`config.mk`:
```
export PLATFORM = sky130hd
export DESIGN_NAME = usb_dual_supply_mode_manager
export DESIGN_NICKNAME = d
export VERILOG_FILES = /design/src/hw/pwr_mgr_pkg.sv /design/src/hw/pwr_ctrl_if.sv /design/src/hw/clk_rate_div.sv /design/src/hw/apb_pwr_regs.sv /design/src/hw/usb_dual_supply_mode_manager.sv
export SDC_FILE = /design/constraint.sdc
export NUM_CORES = 1
export LEC_CHECK = 0
export BUFFER_PORTS_ARGS = -buffer_cell sky130_fd_sc_hd__buf_2
export CORE_MARGIN = 2
export CORE_UTILIZATION = 40
export CTS_BUF_LIST = sky130_fd_sc_hd__clkbuf_4
export DETAILED_ROUTE_END_ITERATION = 10
export PLACE_DENSITY = 0.66
export RECOVER_POWER = 25
export SLEW_MARGIN = 20
export SYNTH_ARGS = -nofsm -noshare
export SYNTH_HDL_FRONTEND = slang
export SYNTH_SLANG_ARGS = --single-unit
```
`constraint.sdc`:
```
create_clock -name core_clk -period 5.26 [get_ports core_clk]
set_clock_uncertainty 0.15 [all_clocks]
set_input_delay 1.052 -clock core_clk [delete_from_list [all_inputs] [get_ports core_clk]]
set_output_delay 1.052 -clock core_clk [all_outputs]
set_load 0.02 [all_outputs]
```
`src/hw/pwr_mgr_pkg.sv`:
```
// Constants, register map and types of the dual supply mode manager
package pwr_mgr_pkg;
  localparam int CLK_MHZ = 100;
  localparam int PLL_MHZ = 48;
  localparam int CORE_MAX_USB_MHZ = 8;
  localparam int CORE_MAX_SA_MHZ = 6;
  localparam int COPROC_USB_MHZ = 24;
  localparam int COPROC_SA_MHZ = 6;
  localparam int DIV_W = 5;
  // Dividers round up so no derived rate exceeds its figure
  localparam logic [DIV_W-1:0] CORE_DIV_USB =
    DIV_W'((CLK_MHZ + CORE_MAX_USB_MHZ - 1) / CORE_MAX_USB_MHZ);
  localparam logic [DIV_W-1:0] CORE_DIV_SA =
    DIV_W'((CLK_MHZ + CORE_MAX_SA_MHZ - 1) / CORE_MAX_SA_MHZ);
  localparam logic [DIV_W-1:0] COPROC_DIV_USB =
    DIV_W'((CLK_MHZ + COPROC_USB_MHZ - 1) / COPROC_USB_MHZ);
  localparam logic [DIV_W-1:0] COPROC_DIV_SA =
    DIV_W'((CLK_MHZ + COPROC_SA_MHZ - 1) / COPROC_SA_MHZ);
  localparam int CNT_W = 10;
  localparam logic [CNT_W-1:0] RST_DLY_SA_CYC = 10'h200;
  localparam logic [CNT_W-1:0] RST_DLY_USB_CYC = 10'h100;
  localparam int ADDR_W = 8;
  localparam logic [ADDR_W-1:0] OFS_POWER_CONTROL = 8'h00;
  localparam logic [ADDR_W-1:0] OFS_CLOCK_CONFIG = 8'h04;
  localparam logic [ADDR_W-1:0] OFS_MODE_STATUS = 8'h08;
  localparam logic [7:0] POWER_CONTROL_RESET = 8'h00;
  localparam logic [DIV_W-1:0] CLOCK_CONFIG_RESET = 5'h00;
  localparam int BIT_UPPER_FLAG = 7;
  localparam int BIT_LOWER_FLAG = 6;
  localparam int BIT_CABLE_FLAG = 5;
  localparam int BIT_PLUG_IRQ_EN = 4;
  localparam int BIT_LEVEL_LO = 2;
  localparam int BIT_DETECTOR_OFF = 1;
  localparam int BIT_REGULATOR_ON = 0;
  typedef enum logic [1:0] {
    MODE_RESET, MODE_SINGLE, MODE_STANDALONE, MODE_USB
  } mode_t;
endpackage

```
`src/hw/pwr_ctrl_if.sv`:
```
// Control and status carrier between register slave and mode logic
`timescale 1ns/10ps
interface pwr_ctrl_if;
  import pwr_mgr_pkg::*;
  logic plug_irq_enable;
  logic [1:0] card_regulator_level;
  logic detector_off;
  logic card_regulator_on;
  logic [DIV_W-1:0] core_div_req;
  logic [2:0] flags;
  logic [3:0] mode_status;
  logic sys_reset;
  modport regs (
    output plug_irq_enable, card_regulator_level, detector_off,
    output card_regulator_on, core_div_req,
    input flags, mode_status, sys_reset
  );
  modport core (
    input plug_irq_enable, card_regulator_level, detector_off,
    input card_regulator_on, core_div_req,
    output flags, mode_status, sys_reset
  );
endinterface

```
`src/hw/clk_rate_div.sv`:
```
// Divider giving a one-cycle enable pulse every div cycles
`timescale 1ns/10ps
module clk_rate_div #(
  parameter int W = 5
) (
  input wire logic core_clk,
  input wire logic rst,
  input wire logic [W-1:0] div,
  output logic tick
);
  logic [W-1:0] cnt;
  always_ff @(posedge core_clk or posedge rst) begin
    if (rst) begin
      cnt <= '0;
      tick <= 1'b0;
    end else if (cnt + W'(1) >= div) begin
      cnt <= '0;
      tick <= 1'b1;
    end else begin
      cnt <= cnt + W'(1);
      tick <= 1'b0;
    end
  end
endmodule

```
`src/hw/apb_pwr_regs.sv`:
```
// APB slave holding the power control and clock configuration registers
`timescale 1ns/10ps
module apb_pwr_regs (
  input wire logic core_clk,
  input wire logic rst,
  input wire logic psel,
  input wire logic penable,
  input wire logic pwrite,
  input wire logic [pwr_mgr_pkg::ADDR_W-1:0] paddr,
  input wire logic [31:0] pwdata,
  output logic [31:0] prdata,
  output logic pready,
  output logic pslverr,
  pwr_ctrl_if.regs ctl
);
  import pwr_mgr_pkg::*;
  logic hit;
  logic wr;
  logic [31:0] rd;
  always_comb begin
    hit = 1'b1;
    rd = '0;
    unique case (paddr)
      OFS_POWER_CONTROL: rd[7:0] = {ctl.flags, ctl.plug_irq_enable,
        ctl.card_regulator_level, ctl.detector_off, ctl.card_regulator_on};
      OFS_CLOCK_CONFIG: rd[DIV_W-1:0] = ctl.core_div_req;
      OFS_MODE_STATUS: rd[3:0] = ctl.mode_status;
      default: hit = 1'b0;
    endcase
  end
  assign wr = psel && penable && pready && pwrite && !pslverr;
  // Answer is taken at the first access edge
  always_ff @(posedge core_clk or posedge rst) begin
    if (rst) begin
      pready <= 1'b0;
      pslverr <= 1'b0;
      prdata <= '0;
    end else begin
      pready <= psel && !penable;
      if (psel && !penable) begin
        pslverr <= !hit;
        prdata <= (hit && !pwrite) ? rd : 32'h0000_0000;
      end
    end
  end
  // Software reset restores defaults like a power-on
  always_ff @(posedge core_clk or posedge rst) begin
    if (rst) begin
      ctl.plug_irq_enable <= POWER_CONTROL_RESET[BIT_PLUG_IRQ_EN];
      ctl.card_regulator_level <= POWER_CONTROL_RESET[BIT_LEVEL_LO +: 2];
      ctl.detector_off <= POWER_CONTROL_RESET[BIT_DETECTOR_OFF];
      ctl.card_regulator_on <= POWER_CONTROL_RESET[BIT_REGULATOR_ON];
      ctl.core_div_req <= CLOCK_CONFIG_RESET;
    end else if (ctl.sys_reset) begin
      ctl.plug_irq_enable <= POWER_CONTROL_RESET[BIT_PLUG_IRQ_EN];
      ctl.card_regulator_level <= POWER_CONTROL_RESET[BIT_LEVEL_LO +: 2];
      ctl.detector_off <= POWER_CONTROL_RESET[BIT_DETECTOR_OFF];
      ctl.card_regulator_on <= POWER_CONTROL_RESET[BIT_REGULATOR_ON];
      ctl.core_div_req <= CLOCK_CONFIG_RESET;
    end else if (wr && paddr == OFS_POWER_CONTROL) begin
      ctl.plug_irq_enable <= pwdata[BIT_PLUG_IRQ_EN];
      ctl.card_regulator_level <= pwdata[BIT_LEVEL_LO +: 2];
      ctl.detector_off <= pwdata[BIT_DETECTOR_OFF];
      ctl.card_regulator_on <= pwdata[BIT_REGULATOR_ON];
    end else if (wr && paddr == OFS_CLOCK_CONFIG) begin
      ctl.core_div_req <= pwdata[DIV_W-1:0];
    end
  end
endmodule

```
`src/hw/usb_dual_supply_mode_manager.sv`:
```
// Supply mode manager: mode sequencing, detector flags, switch pin, clocks
//
// Decided for this implementation: the APB slave port and the register addresses.
`timescale 1ns/10ps
module usb_dual_supply_mode_manager (
  input wire logic core_clk,
  input wire logic rst,
  input wire logic psel,
  input wire logic penable,
  input wire logic pwrite,
  input wire logic [pwr_mgr_pkg::ADDR_W-1:0] paddr,
  input wire logic [31:0] pwdata,
  output logic [31:0] prdata,
  output logic pready,
  output logic pslverr,
  input wire logic upper_det_in,
  input wire logic lower_det_in,
  input wire logic switch_fn_sel,
  input wire logic sw_reset_req,
  input wire logic pll_lock,
  input wire logic card_supply_present,
  input wire logic port_f_bit4_out,
  input wire logic port_f_bit4_oe,
  input wire logic usb_switch_n_i,
  output logic usb_switch_n_o,
  output logic usb_switch_n_oe,
  output logic port_f_bit4_in,
  output logic sys_reset,
  output logic ports_hiz,
  output logic pll_enable,
  output logic usb_if_enable,
  output logic clk_src_pll,
  output logic core_clk_en,
  output logic coproc_clk_en,
  output logic plug_irq,
  output logic halt_wake,
  output logic detector_power_on,
  output logic card_regulator_en,
  output logic [1:0] card_regulator_level,
  output logic card_io_tie_gnd,
  output logic [1:0] mode_code
);
  import pwr_mgr_pkg::*;

  pwr_ctrl_if ctl ();

  mode_t state;
  mode_t next_state;
  logic target_usb;
  logic next_target;
  logic por_pending;
  logic [CNT_W-1:0] hold_cnt;
  logic [CNT_W-1:0] hold_len;
  logic hold_done;
  logic cable_flag;
  logic upper_flag;
  logic lower_flag;
  logic cable_prev;
  logic [DIV_W-1:0] core_lim;
  logic [DIV_W-1:0] core_div;
  logic [DIV_W-1:0] coproc_div;
  logic core_tick;
  logic coproc_tick;
  logic drive_switch;
  logic pll_on;

  apb_pwr_regs u_regs (
    .core_clk(core_clk),
    .rst(rst),
    .psel(psel),
    .penable(penable),
    .pwrite(pwrite),
    .paddr(paddr),
    .pwdata(pwdata),
    .prdata(prdata),
    .pready(pready),
    .pslverr(pslverr),
    .ctl(ctl.regs)
  );

  // Detector flags; the cable flag has hysteresis between the two thresholds
  always_ff @(posedge core_clk or posedge rst) begin
    if (rst) begin
      upper_flag <= 1'b0;
      lower_flag <= 1'b0;
      cable_flag <= 1'b0;
    end else if (ctl.detector_off) begin
      upper_flag <= 1'b1;
      lower_flag <= 1'b1;
      cable_flag <= 1'b1;
    end else begin
      upper_flag <= upper_det_in;
      lower_flag <= lower_det_in;
      if (upper_det_in) begin
        cable_flag <= 1'b1;
      end else if (!lower_det_in) begin
        cable_flag <= 1'b0;
      end
    end
  end

  assign ctl.flags = {upper_flag, lower_flag, cable_flag};

  // Each cable flag edge requests an interrupt and a Halt wake-up
  always_ff @(posedge core_clk or posedge rst) begin
    if (rst) begin
      cable_prev <= 1'b0;
      plug_irq <= 1'b0;
      halt_wake <= 1'b0;
    end else begin
      cable_prev <= cable_flag;
      plug_irq <= ctl.plug_irq_enable && (cable_flag != cable_prev);
      halt_wake <= ctl.plug_irq_enable && (cable_flag != cable_prev);
    end
  end

  // Reset delay: crystal cycles stand-alone, PLL cycles after lock
  assign pll_on = !switch_fn_sel || target_usb;
  assign hold_len = pll_on ? RST_DLY_USB_CYC : RST_DLY_SA_CYC;
  // At or past the end, so a shorter delay chosen mid-count cannot wrap the counter
  assign hold_done = (hold_cnt >= hold_len - CNT_W'(1));

  always_ff @(posedge core_clk or posedge rst) begin
    if (rst) begin
      hold_cnt <= '0;
    end else if (sw_reset_req || state != MODE_RESET) begin
      hold_cnt <= '0;
    end else if (!pll_on || pll_lock) begin
      hold_cnt <= hold_cnt + CNT_W'(1);
    end
  end

  always_comb begin
    next_state = state;
    next_target = target_usb;
    if (sw_reset_req) begin
      next_state = MODE_RESET;
      next_target = switch_fn_sel && cable_flag;
    end else begin
      unique case (state)
        MODE_RESET: begin
          if (por_pending) begin
            next_target = switch_fn_sel && cable_flag;
          end
          if (hold_done && !por_pending) begin
            if (!switch_fn_sel) begin
              next_state = MODE_SINGLE;
            end else if (target_usb) begin
              next_state = MODE_USB;
            end else begin
              next_state = MODE_STANDALONE;
            end
          end
        end
        MODE_SINGLE: next_state = MODE_SINGLE;
        MODE_STANDALONE: next_state = MODE_STANDALONE;
        MODE_USB: next_state = MODE_USB;
      endcase
    end
  end

  always_ff @(posedge core_clk or posedge rst) begin
    if (rst) begin
      state <= MODE_RESET;
      target_usb <= 1'b0;
      por_pending <= 1'b1;
    end else begin
      state <= next_state;
      target_usb <= next_target;
      por_pending <= 1'b0;
    end
  end

  assign ctl.sys_reset = (state == MODE_RESET);
  assign ctl.mode_status = {pll_enable, sys_reset, mode_code};
  assign drive_switch = switch_fn_sel && next_target &&
    (next_state == MODE_RESET || next_state == MODE_USB);

  // Mode outputs registered from the next state so they track the state
  always_ff @(posedge core_clk or posedge rst) begin
    if (rst) begin
      sys_reset <= 1'b1;
      ports_hiz <= 1'b1;
      pll_enable <= 1'b0;
      usb_if_enable <= 1'b0;
      clk_src_pll <= 1'b0;
      mode_code <= 2'h0;
    end else begin
      sys_reset <= (next_state == MODE_RESET);
      ports_hiz <= (next_state == MODE_RESET);
      pll_enable <= (next_state == MODE_SINGLE) || (next_state == MODE_USB) ||
        ((next_state == MODE_RESET) && (!switch_fn_sel || next_target));
      usb_if_enable <= (next_state == MODE_SINGLE) || (next_state == MODE_USB);
      clk_src_pll <= (next_state == MODE_SINGLE) || (next_state == MODE_USB);
      mode_code <= 2'(next_state);
    end
  end

  // Switch pin drives low in USB mode and in a reset heading for USB, floats otherwise; else it is port_f_bit4
  always_ff @(posedge core_clk or posedge rst) begin
    if (rst) begin
      usb_switch_n_o <= 1'b0;
      usb_switch_n_oe <= 1'b0;
      port_f_bit4_in <= 1'b0;
    end else begin
      port_f_bit4_in <= usb_switch_n_i;
      if (switch_fn_sel) begin
        usb_switch_n_o <= 1'b0;
        usb_switch_n_oe <= drive_switch;
      end else begin
        usb_switch_n_o <= port_f_bit4_out;
        usb_switch_n_oe <= port_f_bit4_oe && (next_state != MODE_RESET);
      end
    end
  end

  // Clock rate limits per mode; software may only slow the core further
  assign core_lim = (state == MODE_STANDALONE) ? CORE_DIV_SA : CORE_DIV_USB;
  assign core_div = (ctl.core_div_req > core_lim) ? ctl.core_div_req : core_lim;
  assign coproc_div = (state == MODE_USB) ? COPROC_DIV_USB : COPROC_DIV_SA;

  clk_rate_div #(
    .W(DIV_W)
  ) u_core_div (
    .core_clk(core_clk),
    .rst(rst),
    .div(core_div),
    .tick(core_tick)
  );

  clk_rate_div #(
    .W(DIV_W)
  ) u_coproc_div (
    .core_clk(core_clk),
    .rst(rst),
    .div(coproc_div),
    .tick(coproc_tick)
  );

  always_ff @(posedge core_clk or posedge rst) begin
    if (rst) begin
      core_clk_en <= 1'b0;
      coproc_clk_en <= 1'b0;
    end else begin
      core_clk_en <= core_tick;
      coproc_clk_en <= coproc_tick;
    end
  end

  // Card rail regulator and detector power
  always_ff @(posedge core_clk or posedge rst) begin
    if (rst) begin
      card_regulator_en <= 1'b0;
      card_regulator_level <= 2'h0;
      card_io_tie_gnd <= 1'b1;
      detector_power_on <= 1'b0;
    end else begin
      card_regulator_en <= ctl.card_regulator_on;
      card_regulator_level <= ctl.card_regulator_level;
      card_io_tie_gnd <= !card_supply_present;
      detector_power_on <= !ctl.detector_off;
    end
  end

  AST_STANDALONE_FLOAT: assert property (@(posedge core_clk) disable iff (rst)
    (state == MODE_STANDALONE && switch_fn_sel) |-> !usb_switch_n_oe)
    else $error("switch pin driven in stand-alone mode");
  AST_USB_DRIVE_LOW: assert property (@(posedge core_clk) disable iff (rst)
    (state == MODE_USB && switch_fn_sel) |-> (usb_switch_n_oe && !usb_switch_n_o))
    else $error("switch pin not low in USB mode");
  AST_RESET_TO_USB: assert property (@(posedge core_clk) disable iff (rst)
    (sw_reset_req && switch_fn_sel && cable_flag) |=> usb_switch_n_oe && sys_reset)
    else $error("switch not driven during reset into USB");
  AST_RESET_LEAVE_USB: assert property (@(posedge core_clk) disable iff (rst)
    (sw_reset_req && switch_fn_sel && !cable_flag) |=> !usb_switch_n_oe && !pll_enable)
    else $error("switch or PLL left on during reset to stand-alone");
  AST_STANDALONE_CLOCKS: assert property (@(posedge core_clk) disable iff (rst)
    (state == MODE_STANDALONE) |-> (!pll_enable && !usb_if_enable &&
      core_div >= CORE_DIV_SA && coproc_div == COPROC_DIV_SA))
    else $error("stand-alone clock limits broken");
  AST_USB_CLOCKS: assert property (@(posedge core_clk) disable iff (rst)
    (state == MODE_USB) |-> (pll_enable && usb_if_enable && coproc_div == COPROC_DIV_USB))
    else $error("USB mode clocks wrong");
  AST_SINGLE_CLOCKS: assert property (@(posedge core_clk) disable iff (rst)
    (state == MODE_SINGLE) |-> (pll_enable && usb_if_enable && core_div >= CORE_DIV_USB))
    else $error("single supply clocks wrong");
  AST_EDGE_IRQ: assert property (@(posedge core_clk) disable iff (rst)
    (ctl.plug_irq_enable && $changed(cable_flag)) |=> (plug_irq && halt_wake))
    else $error("cable flag edge gave no interrupt");
  AST_NO_IRQ_DISABLED: assert property (@(posedge core_clk) disable iff (rst)
    !ctl.plug_irq_enable |=> !plug_irq)
    else $error("interrupt while disabled");
  AST_HIZ_RESET: assert property (@(posedge core_clk) disable iff (rst)
    $rose(sys_reset) |-> ports_hiz [*2])
    else $error("ports not high impedance in reset");
  AST_DETECTOR_OFF: assert property (@(posedge core_clk) disable iff (rst)
    ctl.detector_off |=> (ctl.flags == 3'h7))
    else $error("flags not forced with detector off");
  AST_TIE_GND: assert property (@(posedge core_clk) disable iff (rst)
    !card_supply_present |=> card_io_tie_gnd)
    else $error("card lines not tied low");
  AST_REG_OFF: assert property (@(posedge core_clk) disable iff (rst)
    !ctl.card_regulator_on |=> !card_regulator_en)
    else $error("regulator on while disabled");
  AST_HOLD_LEN: assert property (@(posedge core_clk) disable iff (rst)
    (state == MODE_RESET && !pll_on && hold_cnt != '0) |-> hold_cnt < RST_DLY_SA_CYC)
    else $error("stand-alone reset delay overrun");

  COV_ENTER_USB: cover property (@(posedge core_clk) disable iff (rst)
    state == MODE_RESET ##1 state == MODE_USB);
  COV_ENTER_STANDALONE: cover property (@(posedge core_clk) disable iff (rst)
    state == MODE_RESET ##1 state == MODE_STANDALONE);
  COV_PLUG_IRQ: cover property (@(posedge core_clk) disable iff (rst)
    state == MODE_STANDALONE && plug_irq);
  COV_UNPLUG_IRQ: cover property (@(posedge core_clk) disable iff (rst)
    state == MODE_USB && plug_irq);
endmodule

```
-- Word-level counts from Yosys, hierarchy flattened
Index checks and enable logic that the tools add are counted.
- add/sub/neg operators: 4
- $lt $le $gt $ge: 4
- equality and inequality tests: 10
- muxes and demuxes: 41
- reductions and logical operators: 41
- operators with widths (kind ; count):
    $mux 5 ; 8
    $mux 10 ; 3
    $mux 1 ; 20
    $logic_and 1x1->1 ; 15
    $pmux 4 s3 ; 1
    $add 10x1->10 const B ; 1
    $add 5x1->5 const B ; 2
    $ge 10x10->1 ; 1
    $ge 5x5->1 ; 2
    $mux 2 ; 5
    $reduce_bool 2->1 ; 5
    $sub 10x1->10 const B ; 1
    $logic_not 1->1 ; 9
    $eq 8x3->1 const B ; 1
    $eq 8x4->1 const B ; 1
    $logic_not 8->1 ; 1
    $mux 8 ; 1
    $pmux 2 s4 ; 1
    $logic_or 1x1->1 ; 7
    $eq 2x2->1 const B ; 3
    $gt 5x5->1 ; 1
    $eq 2x1->1 const B ; 2
    $logic_not 2->1 ; 2
    $mux 3 ; 1
    6 further kinds ; 6
- register bits: 88
- bits of input ports: 54
- output and inout port bits: 53
- word-level logic and storage cells: 133

-- Longest topological paths before layout
- depth in word-level cells: 13
- depth in mapped cells: 12
- mapped depth without buffers: 11

-- Modules after synthesis
A second synthesis with hierarchy kept.
- cells, all modules: 324
- area total of the unflattened synthesis: 3448.3 µm²
- by module, submodules not included (module ; instances ; cells an instance ; area an instance (µm²) ; seq. area each (µm²)):
    usb_dual_supply_mode_manager ; 1 ; 129 ; 1435.1 ; 779.5
    apb_pwr_regs ; 1 ; 121 ; 1255.0 ; 500.5
    clk_rate_div ; 2 ; 37 ; 379.1 ; 150.1

-- Least setup slack after synthesis
OpenSTA, ideal clock, no wires.
- kind: input port to flip-flop
- from: input switch_fn_sel
- to: register usb_switch_n_oe
- setup time: 71 ps
- arrival time: 2766 ps
- data required time: 5039 ps
- path slack: 2272 ps
- stages: 11
- path buffers: 1
- path through: and2b_1 > buf_4 > inv_1 > ha_1 > and4_1 > a211o_1 > a32oi_1 > ha_1 > nor2b_1 > a21oi_1 > nor2_1
- word-level cells in the longest chain between the ends: 13
- elaborated cells on any way between the ends: 22
- classes of those cells: 1 x add/sub; 1 x order compare; 1 x eq/ne; 9 x mux; 10 x reduce/logical
- RTL lines (item ; RTL line ; text):
    start, declared ; usb_dual_supply_mode_manager.sv:18 ; input wire logic switch_fn_sel,
    $logic_not 1->1 ; usb_dual_supply_mode_manager.sv:118 ; assign pll_on = !switch_fn_sel || target_usb;
    $logic_or 1x1->1 ; usb_dual_supply_mode_manager.sv:118 ;
    $mux 10 ; usb_dual_supply_mode_manager.sv:119 ; assign hold_len = pll_on ? RST_DLY_USB_CYC : RST_DLY_SA_CYC;
    $sub 10x1->10 ; usb_dual_supply_mode_manager.sv:121 ; assign hold_done = (hold_cnt >= hold_len - CNT_W'(1));
    $ge 10x10->1 ; usb_dual_supply_mode_manager.sv:121 ;
    $logic_and 1x1->1 ; usb_dual_supply_mode_manager.sv:145 ; if (hold_done && !por_pending) begin
    $mux 2 ; usb_dual_supply_mode_manager.sv:145 ;
    $pmux 2 s4 ; usb_dual_supply_mode_manager.sv:140 ; unique case (state)
    $mux 2 ; usb_dual_supply_mode_manager.sv:136 ; if (sw_reset_req) begin
    $eq 2x2->1 / $logic_not 2->1 (equally long branches) ; usb_dual_supply_mode_manager.sv:177 ; (next_state == MODE_RESET || next_state == MODE_USB);
    $logic_or 1x1->1 ; usb_dual_supply_mode_manager.sv:177 ;
    $logic_and 1x1->1 ; usb_dual_supply_mode_manager.sv:176 ; assign drive_switch = switch_fn_sel && next_target &&
    $mux 1 (*) ; usb_dual_supply_mode_manager.sv:207 ; if (switch_fn_sel) begin
    end signal, assigned ; usb_dual_supply_mode_manager.sv:209 ; usb_switch_n_oe <= drive_switch;
    end signal, assigned ; usb_dual_supply_mode_manager.sv:212 ; usb_switch_n_oe <= port_f_bit4_oe && (next_state != MODE_RESET);
    end, declared ; usb_dual_supply_mode_manager.sv:26 ; output logic usb_switch_n_oe,
Mark *: on every way between the ends. The rest lies on a longest branch, timed or not.
A chain may end at the register's enable or synchronous reset.

==> reports/qor.yml <==
min_from: "u_coproc_div.tick"
viasPerCell: 5.00
fp-row-count: 32
pre_cts_slack_ns: 1.83
synth-edff-count: 0
path_buf_inv: 1
worst_setup_path_start_kind: "flop"
grt_max_degree: 64
areaGrowthSynthToFinish_pct: 12.7
cts.sinks: 63
antenna_left: 0
tightest_slew_ns: 0.829
overflow: 0
synth-seq-cells: 63
place.gp.congestion: 0.759
synth-compound-area-share_pct: 16.4
drt_iter0_markers: 76
io_pins: 107
power_w: 0.00114
slowest_delay_ns: 0.54
clk_latency_ns: 0.41
grt_pass1_vias: 2250
placed_cell_area_um2: 3500
power.leakage_nw: 1.81
drv_cap: 0
run_status: "completed"
crit_path_end_kind: "flop"
setup_slack_ns: 2.17
n_fill_cell: 758
synth-seq-area-share_pct: 48.5
drt-total-wl_mm: 6.16
drc: 0
synth_cell_types: 49
worstRegToRegCells: 10
synthAdderAreaFrac_pct: 5.73
cp_max_fo: 9
synth-xor-area-share_pct: 3.77
post_cts_buffers: 0
async_flop_share_pct: 100
fp.coreArea_um2: 7810
report.final.slew_viol_count: 0
reg2reg_to: "u_core_div.cnt[3]"
critical_path_required_ns: 5.43
dieHeight_um: 94.2
max_freq_mhz: 323
final-hold-violation-count: 0
mostFrequentLayoutCell: "dfrtp_1"
tns_ns: 0
crit_chain: "nor2b_4 -> inv_1 -> ha_1 -> or2_2 -> o311ai_0 -> ha_1 -> nand2b_1 -> a211oi_1 -> o21bai_1 -> a211oi_1"
drive_above_1_share_pct: 21.7
cp-startpoint: "mode_code[0]"
reg2reg_from: "mode_code[0]"
finalSetupViolCount: 0
clkTransAtPathRegs_ns: 0.12
grt_pass1_wl_mm: 10.6
power_density_nw_per_um2: 310
slew_headroom_pct: 44.5
ff2ff_setup_slack_ns: 2.17
root_buffer: "clkbuf_4"
yosys_most_used_dff: "dfrtp_1"
period_minus_slack_ns: 3.09
avgRoutedWirePerCell_um: 13.0
cp_slowest_cell: "dfrtp_1"
netlist_instances: 314
path_depth: 10
final_nets: 436
crit_family: "compound AO/OA/AOI/OAI gates"
first_pass_iters: 4
ctsResizeCount: 0
fin_crit_sh_pct: 58.8
cts_made_buffers: 9
die_x_um: 94.2
die_area_um2: 8880
cts_tree: "done"
port-buffer-count: 55
h-tree-depth: 3
postSynthAreaPerCell_um2: 10.4
ys_warn_count: 0
rsz0062_at_grt: "no"
start_util_pct: 41.7
antenna_found_initial: 0
yosys.area_share.simple_pct: 13.8
num_vias: 2375
hold_buffers: 0
critPathKind: "reg -> reg"
antenna_cells: 0
final_util_pct: 47.0
grt_usage_pct: 15.5
hold_depth: 0
final_cell_mix: "dfrtp_1 (60), buf_2 (52), conb_1 (25), o21ai_0 (24), inv_1 (20)"
fin_area_um2: 3670
ir_worst_vdd_v: 0.000129
arrival_ns: 3.26
muxShareOfSynthArea_pct: 1.54
worstHoldPathType: "reg -> reg"
synth_area_um2: 3260
holdPathEnd: "coproc_clk_en"
synth_top_family_by_area: "compound AO/OA/AOI/OAI gates"
hpwl_mm: 4.45
cts_buffer_depth: 2
==> power breakdown <==
group	internal, W	total (W)	switching (W)
Sequential	0.000518	0.000538	0.0000197
Combinational	0.0000781	0.000200	0.000122
Clock	0.000198	0.000398	0.000200
==> worst register-to-register path: cells and delay by family (launching register included) <==
family | cells | cell delay, ns
adders and majority gates | 2 | 0.62
and+or+nand+nor | 3 | 0.68
buffers and inverters | 1 | 0.09
AOI/OAI and AO/OA | 4 | 0.91
DFF | 1 | 0.54
==> sequential cells by signal, indices dropped and copies added (netlist names), 2 cells and up <==
signal / flops
mode_code: 2
card_regulator_level: 2
u_regs.ctl.card_regulator_level: 2
u_regs.ctl.core_div_req: 5
u_core_div.cnt: 5
hold_cnt: 10
u_coproc_div.cnt: 5
u_regs.prdata: 8
==> how the worst max path moves through the flow <==
stage,to,slack [ns]
final,u_core_div.cnt[3],2.17
after global routing,usb_switch_n_oe,1.89
after CTS,u_core_div.cnt[3],2.15
after floorplan,usb_switch_n_oe,2.27
after detailed placement,usb_switch_n_oe,1.83
after global placement,usb_switch_n_oe,1.84
==> cell families after synthesis <==
group                      Yosys count
buffers and inverters               57
DFF                                 63
xor gates and xnor gates            14
AOI/OAI and AO/OA                   79
and+or+nand+nor                     80
other                                1
adders and majority gates           15
muxes                                5
==> synth_stat cells, drive strengths merged, types with 2 or more instances <==
cell type / count / area share [%]
a211o: 2 / 0.54
a211oi: 6 / 1.4
a21o: 2 / 0.46
a21oi: 18 / 2.8
a22o: 8 / 2.2
and2: 2 / 0.38
and4: 2 / 0.54
buf: 33 / 7.3
clkbuf: 4 / 0.46
dfrtp: 60 / 46
dfstp: 3 / 2.4
ha: 14 / 5.4
inv: 20 / 2.3
mux2i: 5 / 1.5
nand2: 13 / 1.5
nand2b: 5 / 0.96
nand3: 6 / 0.92
nand4: 11 / 2.1
nor2: 18 / 2.1
nor2b: 4 / 1.0
nor3b: 3 / 0.69
nor4: 2 / 0.77
o2111ai: 2 / 0.54
o211ai: 4 / 0.92
o21a: 3 / 0.69
o21ai: 24 / 3.7
o311ai: 2 / 0.54
o31a: 2 / 0.54
or2: 5 / 1.0
or3: 4 / 0.77
xnor2: 3 / 0.81
xor2: 11 / 3.0
==> per-stage QoR <==
stage / cells / hold WS [ns]
detailed placement: 459 / 0.190
global placement: 459 / 0.183
global route: 475 / 0.221
CTS: 475 / 0.216
finish: 475 / 0.210
floorplan: 338 / 0.181
==> metal layers <==
metal | vias up | global-route usage, % | wire length (µm)
met5 | - | 0 | 0
met4 | 0 | 8.33 | 148
met3 | 11 | 3.45 | 368
met2 | 73 | 23.9 | 2810
met1 | 1115 | 20.4 | 2830
li1 | 1176 | - | -
==> final cells by class <==
class                           instances  area, µm²  share of cell area, %
Clock buffer                            9       67.6                   1.84
Tap cell                              102        128                   3.48
Timing Repair Buffer                   56        279                   7.60
Inverter                               20       75.1                   2.05
Sequential cell                        63       1580                   43.1
Multi-Input combinational cell        218       1440                   39.2
Clock inverter                          7        103                   2.80
(Power assumes the default switching activity.)
